<file path="src/hw/mla_params.svh">
// Summary of operation
// - AND of accumulator with memory or immediate goes to accumulator; zero flag only.
// - Memory-destination AND writes accumulator AND byte back to memory; zero flag only.
// - Call pushes program counter plus one, then loads the target address.
// - Whole-byte clear writes 00h to memory; no flag changes.
// - Bit clear zeroes only the selected bit; other bits and flags kept.
// - Watchdog clear zeroes the watchdog counter and clears power-down and time-out flags.
// - Both pre-clear instructions executed together clear watchdog counter and both flags.
// - One pre-clear alone only records itself; counter and flags unchanged.
// - In-place complement inverts the memory byte; zero flag only.
// - Complement to accumulator inverts the byte into accumulator; memory kept; zero flag only.
// - Low digit above 9 or aux carry: add 6, nibble carry = not aux carry.
// - High digit plus nibble carry above 9 or carry: add 6, set carry; result to memory.
// - Memory decrement stores byte minus one in place; zero flag only.
// - Decrement to accumulator loads byte minus one; memory kept; zero flag only.
// - Power-down halts execution, stops the clock, keeps state, advances program counter.
// - Power-down clears watchdog counter and prescaler, sets power-down flag, clears time-out.
// - Memory increment stores byte plus one in place; zero flag only.
// - Increment to accumulator loads byte plus one; memory kept; zero flag only.
// - Jump loads the program counter with the operand target address; no flags change.
// - Moves copy memory to accumulator, accumulator to memory, or immediate; no flags.
// - No-operation only advances the program counter by one.
// - OR of accumulator with memory or immediate goes to accumulator; zero flag only.
// - Flags an instruction does not affect keep their previous values.
`ifndef MLA_PARAMS_SVH
`define MLA_PARAMS_SVH

`define MLA_OFS_INSTR 12'h000
`define MLA_OFS_OPERAND 12'h004
`define MLA_OFS_ACCUM 12'h008
`define MLA_OFS_STATUS 12'h00c
`define MLA_OFS_PC 12'h010
`define MLA_OFS_WDOG 12'h014
`define MLA_OFS_DMEM 12'h040

`define MLA_INSTR_OP_LSB 0
`define MLA_INSTR_BIT_LSB 8
`define MLA_INSTR_ADDR_LSB 16
`define MLA_OPND_IMM_LSB 0
`define MLA_OPND_TGT_LSB 16

`define MLA_ST_C 0
`define MLA_ST_AUX 1
`define MLA_ST_Z 2
`define MLA_ST_OVFL 3
`define MLA_ST_PWRDN 4
`define MLA_ST_TMO 5
`define MLA_ST_HALT 6
`define MLA_ST_PRE1 7
`define MLA_ST_PRE2 8
`define MLA_ST_W 9

`define MLA_ACCUM_RST 8'h00
`define MLA_BYTE_ZERO 8'h00
`define MLA_PC_RST 12'h000
`define MLA_PC_STEP 12'h001
`define MLA_BYTE_ONE 8'h01
`define MLA_BCD_MAX 5'h09
`define MLA_BCD_ADJ 5'h06
`define MLA_PRESC_DIV 16'h00ff
`define MLA_WDOG_MAX 8'hff

`endif

</file>
<file path="src/hw/mla_pkg.sv">
package mla_pkg;

	typedef enum logic [5:0] {
		mla_op_nop = 6'h00,
		mla_op_and_mem = 6'h01,
		mla_op_and_imm = 6'h02,
		mla_op_and_to_memory = 6'h03,
		mla_op_call = 6'h04,
		mla_op_clr_byte = 6'h05,
		mla_op_clr_bit = 6'h06,
		mla_op_watchdog_clear = 6'h07,
		mla_op_watchdog_preclear_first = 6'h08,
		mla_op_watchdog_preclear_second = 6'h09,
		mla_op_complement_in_place = 6'h0a,
		mla_op_complement_to_acc = 6'h0b,
		mla_op_decimal_adjust = 6'h0c,
		mla_op_dec_mem = 6'h0d,
		mla_op_decrement_to_acc = 6'h0e,
		mla_op_power_down = 6'h0f,
		mla_op_inc_mem = 6'h10,
		mla_op_increment_to_acc = 6'h11,
		mla_op_jump = 6'h12,
		mla_op_mov_mem_to_accum = 6'h13,
		mla_op_mov_imm = 6'h14,
		mla_op_mov_accum_to_mem = 6'h15,
		mla_op_or_mem = 6'h16,
		mla_op_or_imm = 6'h17
	} mla_op_t;

	typedef enum logic [1:0] {
		mla_run = 2'b01,
		mla_halted = 2'b10
	} mla_state_t;

endpackage

</file>
<file path="src/hw/mla_exec_unit.sv">
// Design decisions made here: the register addresses and the APB interface to the registers.
`timescale 1ns/100ps
`default_nettype none
`include "mla_params.svh"

module mla_exec_unit #(
	parameter int DMEM_AW = 4,
	parameter int STACK_AW = 4,
	parameter int PC_W = 12
) (
	input wire logic i_clk,
	input wire logic i_nrst,
	input wire logic i_psel,
	input wire logic i_penable,
	input wire logic i_pwrite,
	input wire logic [11:0] i_paddr,
	input wire logic [31:0] i_pwdata,
	output logic [31:0] o_prdata,
	output logic o_pready,
	output logic o_pslverr,
	input wire logic i_wake,
	output logic o_halted,
	output logic o_clk_stop,
	output logic o_timeout_flag
);

	localparam int DMEM_DEPTH = 1 << DMEM_AW;
	localparam int STACK_DEPTH = 1 << STACK_AW;

	logic rst_sync1_reg;
	logic rst_sync2_reg;
	logic rst_n;

	logic [7:0] work_accumulator_reg;
	logic [7:0] work_accumulator_next;
	logic [7:0] operand_imm_reg;
	logic [PC_W-1:0] operand_tgt_reg;
	logic carry_reg;
	logic carry_next;
	logic aux_carry_flag_reg;
	logic zero_reg;
	logic zero_next;
	logic overflow_flag_reg;
	logic power_down_flag_reg;
	logic timeout_flag_reg;
	logic preclear_first_reg;
	logic preclear_first_next;
	logic preclear_second_reg;
	logic preclear_second_next;
	logic [PC_W-1:0] pc_reg;
	logic [PC_W-1:0] pc_next;
	logic [STACK_AW-1:0] sp_reg;
	logic [PC_W-1:0] stack_mem [STACK_DEPTH];
	logic [7:0] dmem [DMEM_DEPTH];
	logic [7:0] watchdog_counter_reg;
	logic [15:0] presc_reg;
	mla_pkg::mla_state_t state_reg;

	logic [31:0] rdata_reg;
	logic err_reg;

	logic setup;
	logic wr_access;
	logic exec;
	logic [5:0] op_raw;
	logic [2:0] bit_sel;
	logic [DMEM_AW-1:0] op_addr;
	logic [7:0] mem_byte;
	logic mem_we;
	logic [7:0] mem_wdata;
	logic push;
	logic wdog_clr;
	logic flags_clr;
	logic enter_halt;
	logic op_legal;
	logic presc_tick;
	logic wdog_overflow;
	logic dmem_hit;
	logic [DMEM_AW-1:0] dmem_idx;
	logic addr_known;
	logic [4:0] bcd_lo;
	logic [4:0] bcd_hi;
	logic nibble_carry;

	// Release reset through two flops; the design runs on the synced copy
	always_ff @(posedge i_clk or negedge i_nrst) begin
		if (!i_nrst) begin
			rst_sync1_reg <= 1'b0;
			rst_sync2_reg <= 1'b0;
		end else begin
			rst_sync1_reg <= 1'b1;
			rst_sync2_reg <= rst_sync1_reg;
		end
	end
	assign rst_n = rst_sync2_reg;

	// APB decode
	assign setup = i_psel && !i_penable;
	assign o_pready = i_psel && i_penable;
	assign wr_access = o_pready && i_pwrite;
	assign dmem_hit = (i_paddr >> (DMEM_AW + 2)) == (`MLA_OFS_DMEM >> (DMEM_AW + 2));
	assign dmem_idx = i_paddr[DMEM_AW+1:2];
	assign addr_known = dmem_hit || i_paddr == `MLA_OFS_INSTR || i_paddr == `MLA_OFS_OPERAND ||
		i_paddr == `MLA_OFS_ACCUM || i_paddr == `MLA_OFS_STATUS || i_paddr == `MLA_OFS_PC ||
		i_paddr == `MLA_OFS_WDOG;

	assign op_raw = i_pwdata[`MLA_INSTR_OP_LSB +: 6];
	assign bit_sel = i_pwdata[`MLA_INSTR_BIT_LSB +: 3];
	assign op_addr = i_pwdata[`MLA_INSTR_ADDR_LSB +: DMEM_AW];
	assign mem_byte = dmem[op_addr];
	assign op_legal = op_raw <= 6'(mla_pkg::mla_op_or_imm);
	// No instruction runs while the clock is stopped
	assign exec = wr_access && i_paddr == `MLA_OFS_INSTR && op_legal &&
		state_reg == mla_pkg::mla_run;

	// Read data and address error are captured in setup so both come from flops
	always_ff @(posedge i_clk or negedge rst_n) begin
		if (!rst_n) begin
			rdata_reg <= 32'h0000_0000;
			err_reg <= 1'b0;
		end else if (setup) begin
			err_reg <= !addr_known || (i_pwrite && (i_paddr == `MLA_OFS_PC || i_paddr == `MLA_OFS_WDOG));
			rdata_reg <= 32'h0000_0000;
			if (dmem_hit) begin
				rdata_reg <= {24'h00_0000, dmem[dmem_idx]};
			end else begin
				unique case (i_paddr)
					`MLA_OFS_OPERAND: rdata_reg <= {{(16 - PC_W){1'b0}}, operand_tgt_reg, 8'h00, operand_imm_reg};
					`MLA_OFS_ACCUM: rdata_reg <= {24'h00_0000, work_accumulator_reg};
					`MLA_OFS_STATUS: rdata_reg <= {{(32 - `MLA_ST_W){1'b0}}, preclear_second_reg,
						preclear_first_reg, o_halted, timeout_flag_reg, power_down_flag_reg,
						overflow_flag_reg, zero_reg, aux_carry_flag_reg, carry_reg};
					`MLA_OFS_PC: rdata_reg <= {{(16 - STACK_AW){1'b0}}, sp_reg, {(16 - PC_W){1'b0}}, pc_reg};
					`MLA_OFS_WDOG: rdata_reg <= {24'h00_0000, watchdog_counter_reg};
					default: rdata_reg <= 32'h0000_0000;
				endcase
			end
		end
	end
	assign o_prdata = rdata_reg;
	// Instruction writes while halted or with an unknown opcode are refused
	assign o_pslverr = o_pready && (err_reg || (i_pwrite && i_paddr == `MLA_OFS_INSTR &&
		(!op_legal || state_reg != mla_pkg::mla_run)));

	// Decimal adjust datapath
	always_comb begin
		if (work_accumulator_reg[3:0] > `MLA_BCD_MAX || aux_carry_flag_reg) begin
			bcd_lo = {1'b0, work_accumulator_reg[3:0]} + `MLA_BCD_ADJ;
			nibble_carry = !aux_carry_flag_reg;
		end else begin
			bcd_lo = {1'b0, work_accumulator_reg[3:0]};
			nibble_carry = 1'b0;
		end
		bcd_hi = {1'b0, work_accumulator_reg[7:4]} + {4'h0, nibble_carry};
	end

	// Instruction semantics; anything not assigned keeps its value, except the program counter, which advances by one
	always_comb begin
		work_accumulator_next = work_accumulator_reg;
		zero_next = zero_reg;
		carry_next = carry_reg;
		mem_we = 1'b0;
		mem_wdata = mem_byte;
		pc_next = pc_reg + `MLA_PC_STEP;
		push = 1'b0;
		wdog_clr = 1'b0;
		flags_clr = 1'b0;
		enter_halt = 1'b0;
		preclear_first_next = preclear_first_reg;
		preclear_second_next = preclear_second_reg;
		unique case (mla_pkg::mla_op_t'(op_raw))
			mla_pkg::mla_op_and_mem: work_accumulator_next = work_accumulator_reg & mem_byte;
			mla_pkg::mla_op_and_imm: work_accumulator_next = work_accumulator_reg & operand_imm_reg;
			mla_pkg::mla_op_and_to_memory: begin
				mem_we = 1'b1;
				mem_wdata = work_accumulator_reg & mem_byte;
			end
			mla_pkg::mla_op_call: begin
				push = 1'b1;
				pc_next = operand_tgt_reg;
			end
			mla_pkg::mla_op_clr_byte: begin
				mem_we = 1'b1;
				mem_wdata = `MLA_BYTE_ZERO;
			end
			mla_pkg::mla_op_clr_bit: begin
				mem_we = 1'b1;
				mem_wdata[bit_sel] = 1'b0;
			end
			mla_pkg::mla_op_watchdog_clear: begin
				wdog_clr = 1'b1;
				flags_clr = 1'b1;
			end
			mla_pkg::mla_op_watchdog_preclear_first: begin
				if (preclear_second_reg) begin
					wdog_clr = 1'b1;
					flags_clr = 1'b1;
					preclear_second_next = 1'b0;
				end else begin
					preclear_first_next = 1'b1;
				end
			end
			mla_pkg::mla_op_watchdog_preclear_second: begin
				if (preclear_first_reg) begin
					wdog_clr = 1'b1;
					flags_clr = 1'b1;
					preclear_first_next = 1'b0;
				end else begin
					preclear_second_next = 1'b1;
				end
			end
			mla_pkg::mla_op_complement_in_place: begin
				mem_we = 1'b1;
				mem_wdata = ~mem_byte;
			end
			mla_pkg::mla_op_complement_to_acc: work_accumulator_next = ~mem_byte;
			mla_pkg::mla_op_decimal_adjust: begin
				mem_we = 1'b1;
				if (bcd_hi > `MLA_BCD_MAX || carry_reg) begin
					mem_wdata = {4'(bcd_hi + `MLA_BCD_ADJ), bcd_lo[3:0]};
					carry_next = 1'b1;
				end else begin
					mem_wdata = {bcd_hi[3:0], bcd_lo[3:0]};
				end
			end
			mla_pkg::mla_op_dec_mem: begin
				mem_we = 1'b1;
				mem_wdata = mem_byte - `MLA_BYTE_ONE;
			end
			mla_pkg::mla_op_decrement_to_acc: work_accumulator_next = mem_byte - `MLA_BYTE_ONE;
			mla_pkg::mla_op_power_down: begin
				enter_halt = 1'b1;
				wdog_clr = 1'b1;
			end
			mla_pkg::mla_op_inc_mem: begin
				mem_we = 1'b1;
				mem_wdata = mem_byte + `MLA_BYTE_ONE;
			end
			mla_pkg::mla_op_increment_to_acc: work_accumulator_next = mem_byte + `MLA_BYTE_ONE;
			mla_pkg::mla_op_jump: pc_next = operand_tgt_reg;
			mla_pkg::mla_op_mov_mem_to_accum: work_accumulator_next = mem_byte;
			mla_pkg::mla_op_mov_imm: work_accumulator_next = operand_imm_reg;
			mla_pkg::mla_op_mov_accum_to_mem: begin
				mem_we = 1'b1;
				mem_wdata = work_accumulator_reg;
			end
			mla_pkg::mla_op_or_mem: work_accumulator_next = work_accumulator_reg | mem_byte;
			mla_pkg::mla_op_or_imm: work_accumulator_next = work_accumulator_reg | operand_imm_reg;
			default: pc_next = pc_reg + `MLA_PC_STEP;
		endcase
		unique case (mla_pkg::mla_op_t'(op_raw))
			mla_pkg::mla_op_and_mem, mla_pkg::mla_op_and_imm, mla_pkg::mla_op_complement_to_acc,
			mla_pkg::mla_op_decrement_to_acc, mla_pkg::mla_op_increment_to_acc,
			mla_pkg::mla_op_or_mem, mla_pkg::mla_op_or_imm:
				zero_next = work_accumulator_next == `MLA_BYTE_ZERO;
			mla_pkg::mla_op_and_to_memory, mla_pkg::mla_op_complement_in_place,
			mla_pkg::mla_op_dec_mem, mla_pkg::mla_op_inc_mem:
				zero_next = mem_wdata == `MLA_BYTE_ZERO;
			default: zero_next = zero_reg;
		endcase
	end

	// Accumulator and operand latches
	always_ff @(posedge i_clk or negedge rst_n) begin
		if (!rst_n) begin
			work_accumulator_reg <= `MLA_ACCUM_RST;
			operand_imm_reg <= `MLA_BYTE_ZERO;
			operand_tgt_reg <= `MLA_PC_RST;
		end else if (exec) begin
			work_accumulator_reg <= work_accumulator_next;
		end else if (wr_access && i_paddr == `MLA_OFS_ACCUM) begin
			work_accumulator_reg <= i_pwdata[7:0];
		end else if (wr_access && i_paddr == `MLA_OFS_OPERAND) begin
			operand_imm_reg <= i_pwdata[`MLA_OPND_IMM_LSB +: 8];
			operand_tgt_reg <= i_pwdata[`MLA_OPND_TGT_LSB +: PC_W];
		end
	end

	// Data memory: instruction results and direct software access
	always_ff @(posedge i_clk) begin
		if (exec && mem_we) begin
			dmem[op_addr] <= mem_wdata;
		end else if (wr_access && dmem_hit) begin
			dmem[dmem_idx] <= i_pwdata[7:0];
		end
	end

	// Arithmetic flags; software may preset them through the status word
	always_ff @(posedge i_clk or negedge rst_n) begin
		if (!rst_n) begin
			carry_reg <= 1'b0;
			aux_carry_flag_reg <= 1'b0;
			zero_reg <= 1'b0;
			overflow_flag_reg <= 1'b0;
		end else if (exec) begin
			carry_reg <= carry_next;
			zero_reg <= zero_next;
		end else if (wr_access && i_paddr == `MLA_OFS_STATUS) begin
			carry_reg <= i_pwdata[`MLA_ST_C];
			aux_carry_flag_reg <= i_pwdata[`MLA_ST_AUX];
			zero_reg <= i_pwdata[`MLA_ST_Z];
			overflow_flag_reg <= i_pwdata[`MLA_ST_OVFL];
		end
	end

	// Program counter and return stack; the stack wraps when nested too deep
	always_ff @(posedge i_clk or negedge rst_n) begin
		if (!rst_n) begin
			pc_reg <= `MLA_PC_RST;
			sp_reg <= '0;
		end else if (exec) begin
			pc_reg <= pc_next;
			if (push) begin
				sp_reg <= sp_reg + 1'b1;
			end
		end
	end

	always_ff @(posedge i_clk) begin
		if (exec && push) begin
			stack_mem[sp_reg] <= pc_reg + `MLA_PC_STEP;
		end
	end

	// Pre-clear pairing memory
	always_ff @(posedge i_clk or negedge rst_n) begin
		if (!rst_n) begin
			preclear_first_reg <= 1'b0;
			preclear_second_reg <= 1'b0;
		end else if (exec) begin
			preclear_first_reg <= preclear_first_next;
			preclear_second_reg <= preclear_second_next;
		end
	end

	// Watchdog prescaler and counter
	assign presc_tick = presc_reg == `MLA_PRESC_DIV;
	assign wdog_overflow = presc_tick && watchdog_counter_reg == `MLA_WDOG_MAX;
	always_ff @(posedge i_clk or negedge rst_n) begin
		if (!rst_n) begin
			presc_reg <= 16'h0000;
			watchdog_counter_reg <= `MLA_BYTE_ZERO;
		end else if (exec && wdog_clr) begin
			presc_reg <= 16'h0000;
			watchdog_counter_reg <= `MLA_BYTE_ZERO;
		end else if (presc_tick) begin
			presc_reg <= 16'h0000;
			watchdog_counter_reg <= watchdog_counter_reg + `MLA_BYTE_ONE;
		end else begin
			presc_reg <= presc_reg + 16'h0001;
		end
	end

	// Overflow sets time-out unless an instruction clears the watchdog in the same cycle
	always_ff @(posedge i_clk or negedge rst_n) begin
		if (!rst_n) begin
			power_down_flag_reg <= 1'b0;
			timeout_flag_reg <= 1'b0;
		end else begin
			if (exec && enter_halt) begin
				power_down_flag_reg <= 1'b1;
			end else if (exec && flags_clr) begin
				power_down_flag_reg <= 1'b0;
			end
			if (wdog_overflow && !(exec && wdog_clr)) begin
				timeout_flag_reg <= 1'b1;
			end else if (exec && (flags_clr || enter_halt)) begin
				timeout_flag_reg <= 1'b0;
			end
		end
	end

	// Run / power-down state
	always_ff @(posedge i_clk or negedge rst_n) begin
		if (!rst_n) begin
			state_reg <= mla_pkg::mla_run;
		end else begin
			unique case (state_reg)
				mla_pkg::mla_run: if (exec && enter_halt) begin
					state_reg <= mla_pkg::mla_halted;
				end
				mla_pkg::mla_halted: if (i_wake) begin
					state_reg <= mla_pkg::mla_run;
				end
				default: state_reg <= mla_pkg::mla_run;
			endcase
		end
	end

	assign o_halted = state_reg == mla_pkg::mla_halted;
	assign o_clk_stop = o_halted;
	assign o_timeout_flag = timeout_flag_reg;

endmodule
`default_nettype wire

</file>
<file path="config.mk">
export PLATFORM = sky130hd
export DESIGN_NAME = mla_exec_unit
export DESIGN_NICKNAME = d
export VERILOG_FILES = /design/src/hw/mla_pkg.sv /design/src/hw/mla_exec_unit.sv
export VERILOG_INCLUDE_DIRS = /design/src /design/src/hw
export SDC_FILE = /design/constraint.sdc
export NUM_CORES = 1
export LEC_CHECK = 0
export ABC_AREA = 1
export BUFFER_PORTS_ARGS = -buffer_cell sky130_fd_sc_hd__buf_2
export CAP_MARGIN = 40
export CORE_MARGIN = 5
export CORE_UTILIZATION = 50
export CTS_BUF_LIST = sky130_fd_sc_hd__clkbuf_8 sky130_fd_sc_hd__clkbuf_16
export DETAILED_ROUTE_END_ITERATION = 12
export HOLD_SLACK_MARGIN = 0.03
export PLACE_DENSITY = 0.7
export REMOVE_ABC_BUFFERS = 1
export SYNTH_ARGS = -nofsm -noshare
export SYNTH_HDL_FRONTEND = slang
export SYNTH_SLANG_ARGS = --single-unit
</file>
<file path="constraint.sdc">
create_clock -name i_clk -period 3.1 [get_ports i_clk]
set_clock_uncertainty 0.2 [all_clocks]
set_input_delay 0.465 -clock i_clk [delete_from_list [all_inputs] [get_ports i_clk]]
set_output_delay 0.465 -clock i_clk [all_outputs]
set_load 0.05 [all_outputs]
</file>
Word level (Yosys, flattened, before mapping)
Memories as Yosys holds them, arrays and structs flattened. Cells that the tools add are included.

$add $sub $neg: 9. $mul: 0. Div/mod/pow operators: 0. $lt $le $gt $ge: 5. Equal/unequal tests: 41. Shift operators: 0. Mux-type cells: 49. Bitwise logic cells: 9. Reductions and logical operators: 63.

Operators with widths (count): $pmux 28 s5 (1); $pmux 8 s9 (1); $pmux 8 s8 (1); $eq 6x4->1 const B (8); $eq 6x5->1 const B (8); $mux 8 (6); $mux 16 (2); $mux 28 (1); $mux 1 (25); $and 8x8->8 (3); $eq 12x4->1 const B (2); $eq 12x5->1 const B (2); $eq 6x3->1 const B (4); $logic_and 1x1->1 (22); $add 16x1->16 const B (1); $add 8x1->8 const B (2); $eq 16x8->1 const B (1); $logic_not 8->1 (2); $not 8->8 (2); $or 8x8->8 (2); $reduce_or 8->1 (2); $logic_or 1x1->1 (13); $add 12x1->12 const B (1); $eq 12x3->1 const B (1); 33 further kinds (63).

Register bits: 113. Latch bits: 0. Memory bits (writable): 128. Memory bits (read-only): 0. Input port bits: 50. Output and inout port bits: 37. Word-level logic and storage cells: 197. Memories kept: 1.

Memories: dmem (words 16, width 8, rd ports 2, clocked after Yosys merged registers in 0, write ports 1, line mla_exec_unit.sv:54) `logic [7:0] dmem [DMEM_DEPTH];`.

Depth between registers and ports, before layout
Depth after elaboration: 11. Depth in mapped cells: 28. Gate-level depth less buffers: 25.

Worst setup path before layout
Ideal clock, no wire load.

Kind: input port to flip-flop. Start point: input i_pwdata[16]. End point: memory dmem[0][6], data pin. Setup time: 0.330 ns. Data arrival time: 2.741 ns. Required time: 2.570 ns. Slack: -0.172 ns. Stages: 19. Path buffers: 3. Path through: buf_6 > inv_4 > buf_6 > nand2_1 > nand3_1 > nand3_1 > nand3_1 > nand2_1 > buf_4 > inv_1 > ha_1 > nand3_1 > nor2_1 > nand2_1 > nand2_1 > nand3_1 > nand3_1 > nand2_1 > o21ai_0.

Cells in the longest elaborated chain, start to end: 4. Elaborated cells on any way between the ends: 8. Those cells by class: 2 x add/sub; 2 x mux; 3 x bitwise; 1 x memory.

Ends and longest elaborated chain: start: declaration (line mla_exec_unit.sv:17) `input wire logic [31:0] i_pwdata,`; $mem_v2 16x8 (*); $add 8x1->8 (no line) (tied with other cells); $pmux 8 s8 (*) (line mla_exec_unit.sv:171) `unique case (mla_pkg::mla_op_t'(op_raw))`; $mux 8 (no line) (*); end: declaration (line mla_exec_unit.sv:54).

Every way passes the cells marked *; elsewhere a longest branch is shown, timed or not.

Worst setup path in the final report
Start point: register work_accumulator_reg[2]. End point: memory dmem[12][7], data pin.

Cells in the longest elaborated chain, start to end: 9. Elaborated cells on any way between the ends: 10. Those cells by class: 2 x add/sub; 2 x order compare; 4 x mux; 2 x reduce/logical.

Ends and longest elaborated chain: start: declaration (line mla_exec_unit.sv:34) `logic [7:0] work_accumulator_reg;`; start signal: assignment (line mla_exec_unit.sv:266) `` work_accumulator_reg <= `MLA_ACCUM_RST; ``; start signal: assignment (line mla_exec_unit.sv:270) `work_accumulator_reg <= work_accumulator_next;`; start signal: assignment (line mla_exec_unit.sv:272) `work_accumulator_reg <= i_pwdata[7:0];`; $gt 4x4->1 (no line) (*); $logic_or 1x1->1 (*) (line mla_exec_unit.sv:147) `` if (work_accumulator_reg[3:0] > `MLA_BCD_MAX || aux_carry_flag_reg) begin ``; $mux 1 (*) (line mla_exec_unit.sv:147); $add 4x1->5 (*) (line mla_exec_unit.sv:154) `bcd_hi = {1'b0, work_accumulator_reg[7:4]} + {4'h0, nibble_carry};`; $gt 5x4->1 (no line); $logic_or 1x1->1 (line mla_exec_unit.sv:219) `` if (bcd_hi > `MLA_BCD_MAX || carry_reg) begin ``; $mux 8 (*) (line mla_exec_unit.sv:219); $pmux 8 s8 (*) (line mla_exec_unit.sv:171); $mux 8 (no line) (*).

Marked as above.

==> impl_metrics.csv <==
group,metric,value,unit
layout,fin_area,16700,um2
layout,final_layout_size_suffix_gt1_share,19.4,%
floorplan,die_x,176,um
critical_path,critPathKind,"reg2reg",
route,wirelength,47.6,mm
hold_path,holdCritStartpoint,"i_pwrite",
critical_path,critPathLaunch,"work_accumulator_reg[2]$_DFFE_PN0N_",
timing,fin_crit_sh,95.2,%
clocking,cts_num_sinks,233,
outcome,status,"complete, no violations",
layout,nNetsFinal,2010,
yosys,synth_seq_cells,233,
job,maxCapViolCount,0,
placement,place_area,15600,um2
global_routing,grt_pass1_vias,12700,
placement,port-buffer-count,69,
route,ant_nets,0,
placement,globalplace.congestion,0.936,
critical_path,end_kind,"flop",
clocking,cts_tree,"done",
critical_path,arrival,3.02,ns
timing,slew_headroom,40.5,%
timing,setup_ws,0.148,ns
yosys,synth_top_area_share,27.9,%
hold_path,hold_class,"in2reg",
yosys,syn_area,13800,um2
global_routing,grt_max_degree,54,
timing,final-setup-viol-count,0,
clocking,insertion_delay,0.55,ns
floorplan,core,27000,um2
floorplan,io_pins,87,
clocking,clk_path_buf_depth,3,
power_and_ir_drop,vdd_ir_drop_max,0.000459,V
power_and_ir_drop,p_leak,0.00760,uW
critical_path,start_kind,"flop",
floorplan,die_area,30900,um2
yosys,synth_edf_count,128,
timing,finalMaxSlewViolations,0,
timing,hold_violations,0,
route,vias,13400,
route,vias_per_cell,5.81,
critical_path,timing.rr.start,"work_accumulator_reg[2]$_DFFE_PN0N_",
global_routing,antenna_found_initial,0,
layout,largest_register_ffs,128,
clocking,htreeDepth,1,
yosys,synth-seq-area-share,47.1,%
yosys,synth_flop_cell,"edfxtp_1",
route,wl_per_cell,20.6,um
power_and_ir_drop,power.density,450,nW/um2
floorplan,die_height,176,um
global_routing,grt_overflow,0,
yosys,yosysMostFrequentCell,"nand2_1",
timing,grt_setup_unrepaired,"false",
route,drc,0,
yosys,synth_commonest_cells,"nand2_1 (370), inv_1 (231), nand3_1 (191)",
route,drt-pass1-iter-count,6,
clocking,cts_buffers,26,
yosys,yosysTopAreaCell,"edfxtp_1",
yosys,yosysWarningCount,0,
clocking,cts-root-buf,"clkbuf_16",
yosys,synthDistinctLibCells,53,
critical_path,crit_required,3.17,ns
floorplan,initial_utilization,50.9,%
global_routing,grt_pass1_wl,72.1,mm
global_routing,grt_usage,29.9,%
critical_path,crit_fanout,16,
clocking,clk_pin_slew,0.06,ns
yosys,async_flop_share,45.1,%
route,drt_iter0_drc,1921,
yosys,syn_inst,1718,
floorplan,row_count,60,
timing,worst_pin_slew,0.889,ns
power_and_ir_drop,fin_total_pwr,7510,uW
layout,syn_to_final_growth,21.2,%
timing,finalCriticalPeriod,2.95,ns
layout,diodes,0,
placement,hpwl,34.7,mm
yosys,netlist_top_cells_area,"edfxtp_1 (28%), dfrtp_1 (19%), nand2_1 (10%), nand3_1 (6.9%), inv_1 (6.3%)",
placement,dp_slack,-0.211,ns
yosys,syn_area_per_cell,8.01,um2
timing,fmax,0.339,GHz
-- area by class of cell --
class,count,area [um2]
Tap cell,341,427
Timing Repair Buffer,266,1980
Inverter,252,948
Sequential cell,233,6480
Clock buffer,30,717
Clock inverter,17,146
Fill cell,2370,10400
Multi-Input combinational cell,1171,5980
-- critical path, stage by stage (launching register included) --
cell	delay (ns)
dfrtp_1	0.40
o21ai_2	0.19
nor2_2	0.08
ha_2	0.18
ha_2	0.32
inv_1	0.06
nand2_2	0.08
nand2_2	0.07
buf_4	0.15
nand3_1	0.07
nand2_1	0.06
nor2_1	0.08
o211ai_1	0.09
nor2_1	0.18
nand3_1	0.13
o21ai_2	0.10
o21ai_2	0.09
buf_12	0.15
-- timing repair --
item                                    4_1_cts  5_1_grt
endpoints found under the setup margin       49       49
pin swaps                                     0        6
buffers inserted                              0        2
gates resized for setup                       2       14
endpoints found under the hold margin        13        0
hold buffers                                 13        0
-- final timing paths --
check                                                       to  slack [ns]  cells after the start
worst max-delay path                     dmem[12][7]$_DFFE_PP_        0.15                     17
worst min-delay path                       err_reg$_DFFE_PN0P_        0.09                      3
worst max register to register           dmem[12][7]$_DFFE_PP_        0.15                     17
worst min register to register                 rst_n$_DFF_PN0_        0.16                      0
max in group asynchronous             state_reg[0]$_DFFE_PN1P_        1.73                      1
min in group asynchronous       operand_imm_reg[4]$_DFFE_PN0P_        0.18                      0
-- through the flow --
step / cells / util [%] / hold WS (ns) / setup TNS [ns]
after CTS: 2304 / 61.3 / 0.0679 / 0
final: 2310 / 61.7 / 0.0940 / 0
after detailed placement: 2244 / 57.7 / 0.0532 / -29.17
after global placement: 2243 / 57.6 / 0.0520 / -25.35
after floorplan: 1656 / - / -0.0306 / -156.11
after global routing: 2310 / 61.7 / 0.127 / 0
-- placed cells by master, fill, tap and decap left out, types with 13 or more instances in the layout --
cell type / count
nand3_1: 189
inv_1: 235
nor2_2: 14
nor2_1: 145
dfrtp_1: 103
edfxtp_1: 128
nand2_1: 366
a22oi_1: 15
clkbuf_16: 27
o22ai_1: 37
dlygate4sd3_1: 13
buf_4: 174
o21ai_1: 14
buf_2: 69
a21oi_1: 65
nand4_1: 18
o21ai_0: 117
o211ai_1: 23
nor3_1: 22
-- power breakdown --
part / switching [uW] / total (uW) / leakage (uW) / internal, uW
logic: 697 / 1050 / 0.00471 / 357
registers: 24.6 / 3370 / 0.00244 / 3340
clock network: 1270 / 3090 / 0.000446 / 1820
-- layer usage --
layer	wire (um)	global-route usage, %
met1	19800	42.0
met2	21200	47.4
met3	4620	4.56
met4	1890	10.7
met5	0	0
-- cells by family (layout without fill, tap and decap cells) --
kind of cell / after synthesis / after routing / synth area share (%)
and+or+nand+nor: 803 / 803 / 26.1
DFF: 233 / 233 / 47.1
buffers and inverters: 321 / 565 / 10.1
AOI/OAI and AO/OA: 330 / 330 / 14.4
other: 2 / 9 / 0.0546
xor gates and xnor gates: 9 / 9 / 0.573
adders and majority gates: 10 / 10 / 0.910
muxes: 10 / 10 / 0.819
No activity file was read; power rests on OpenSTA's default activity.
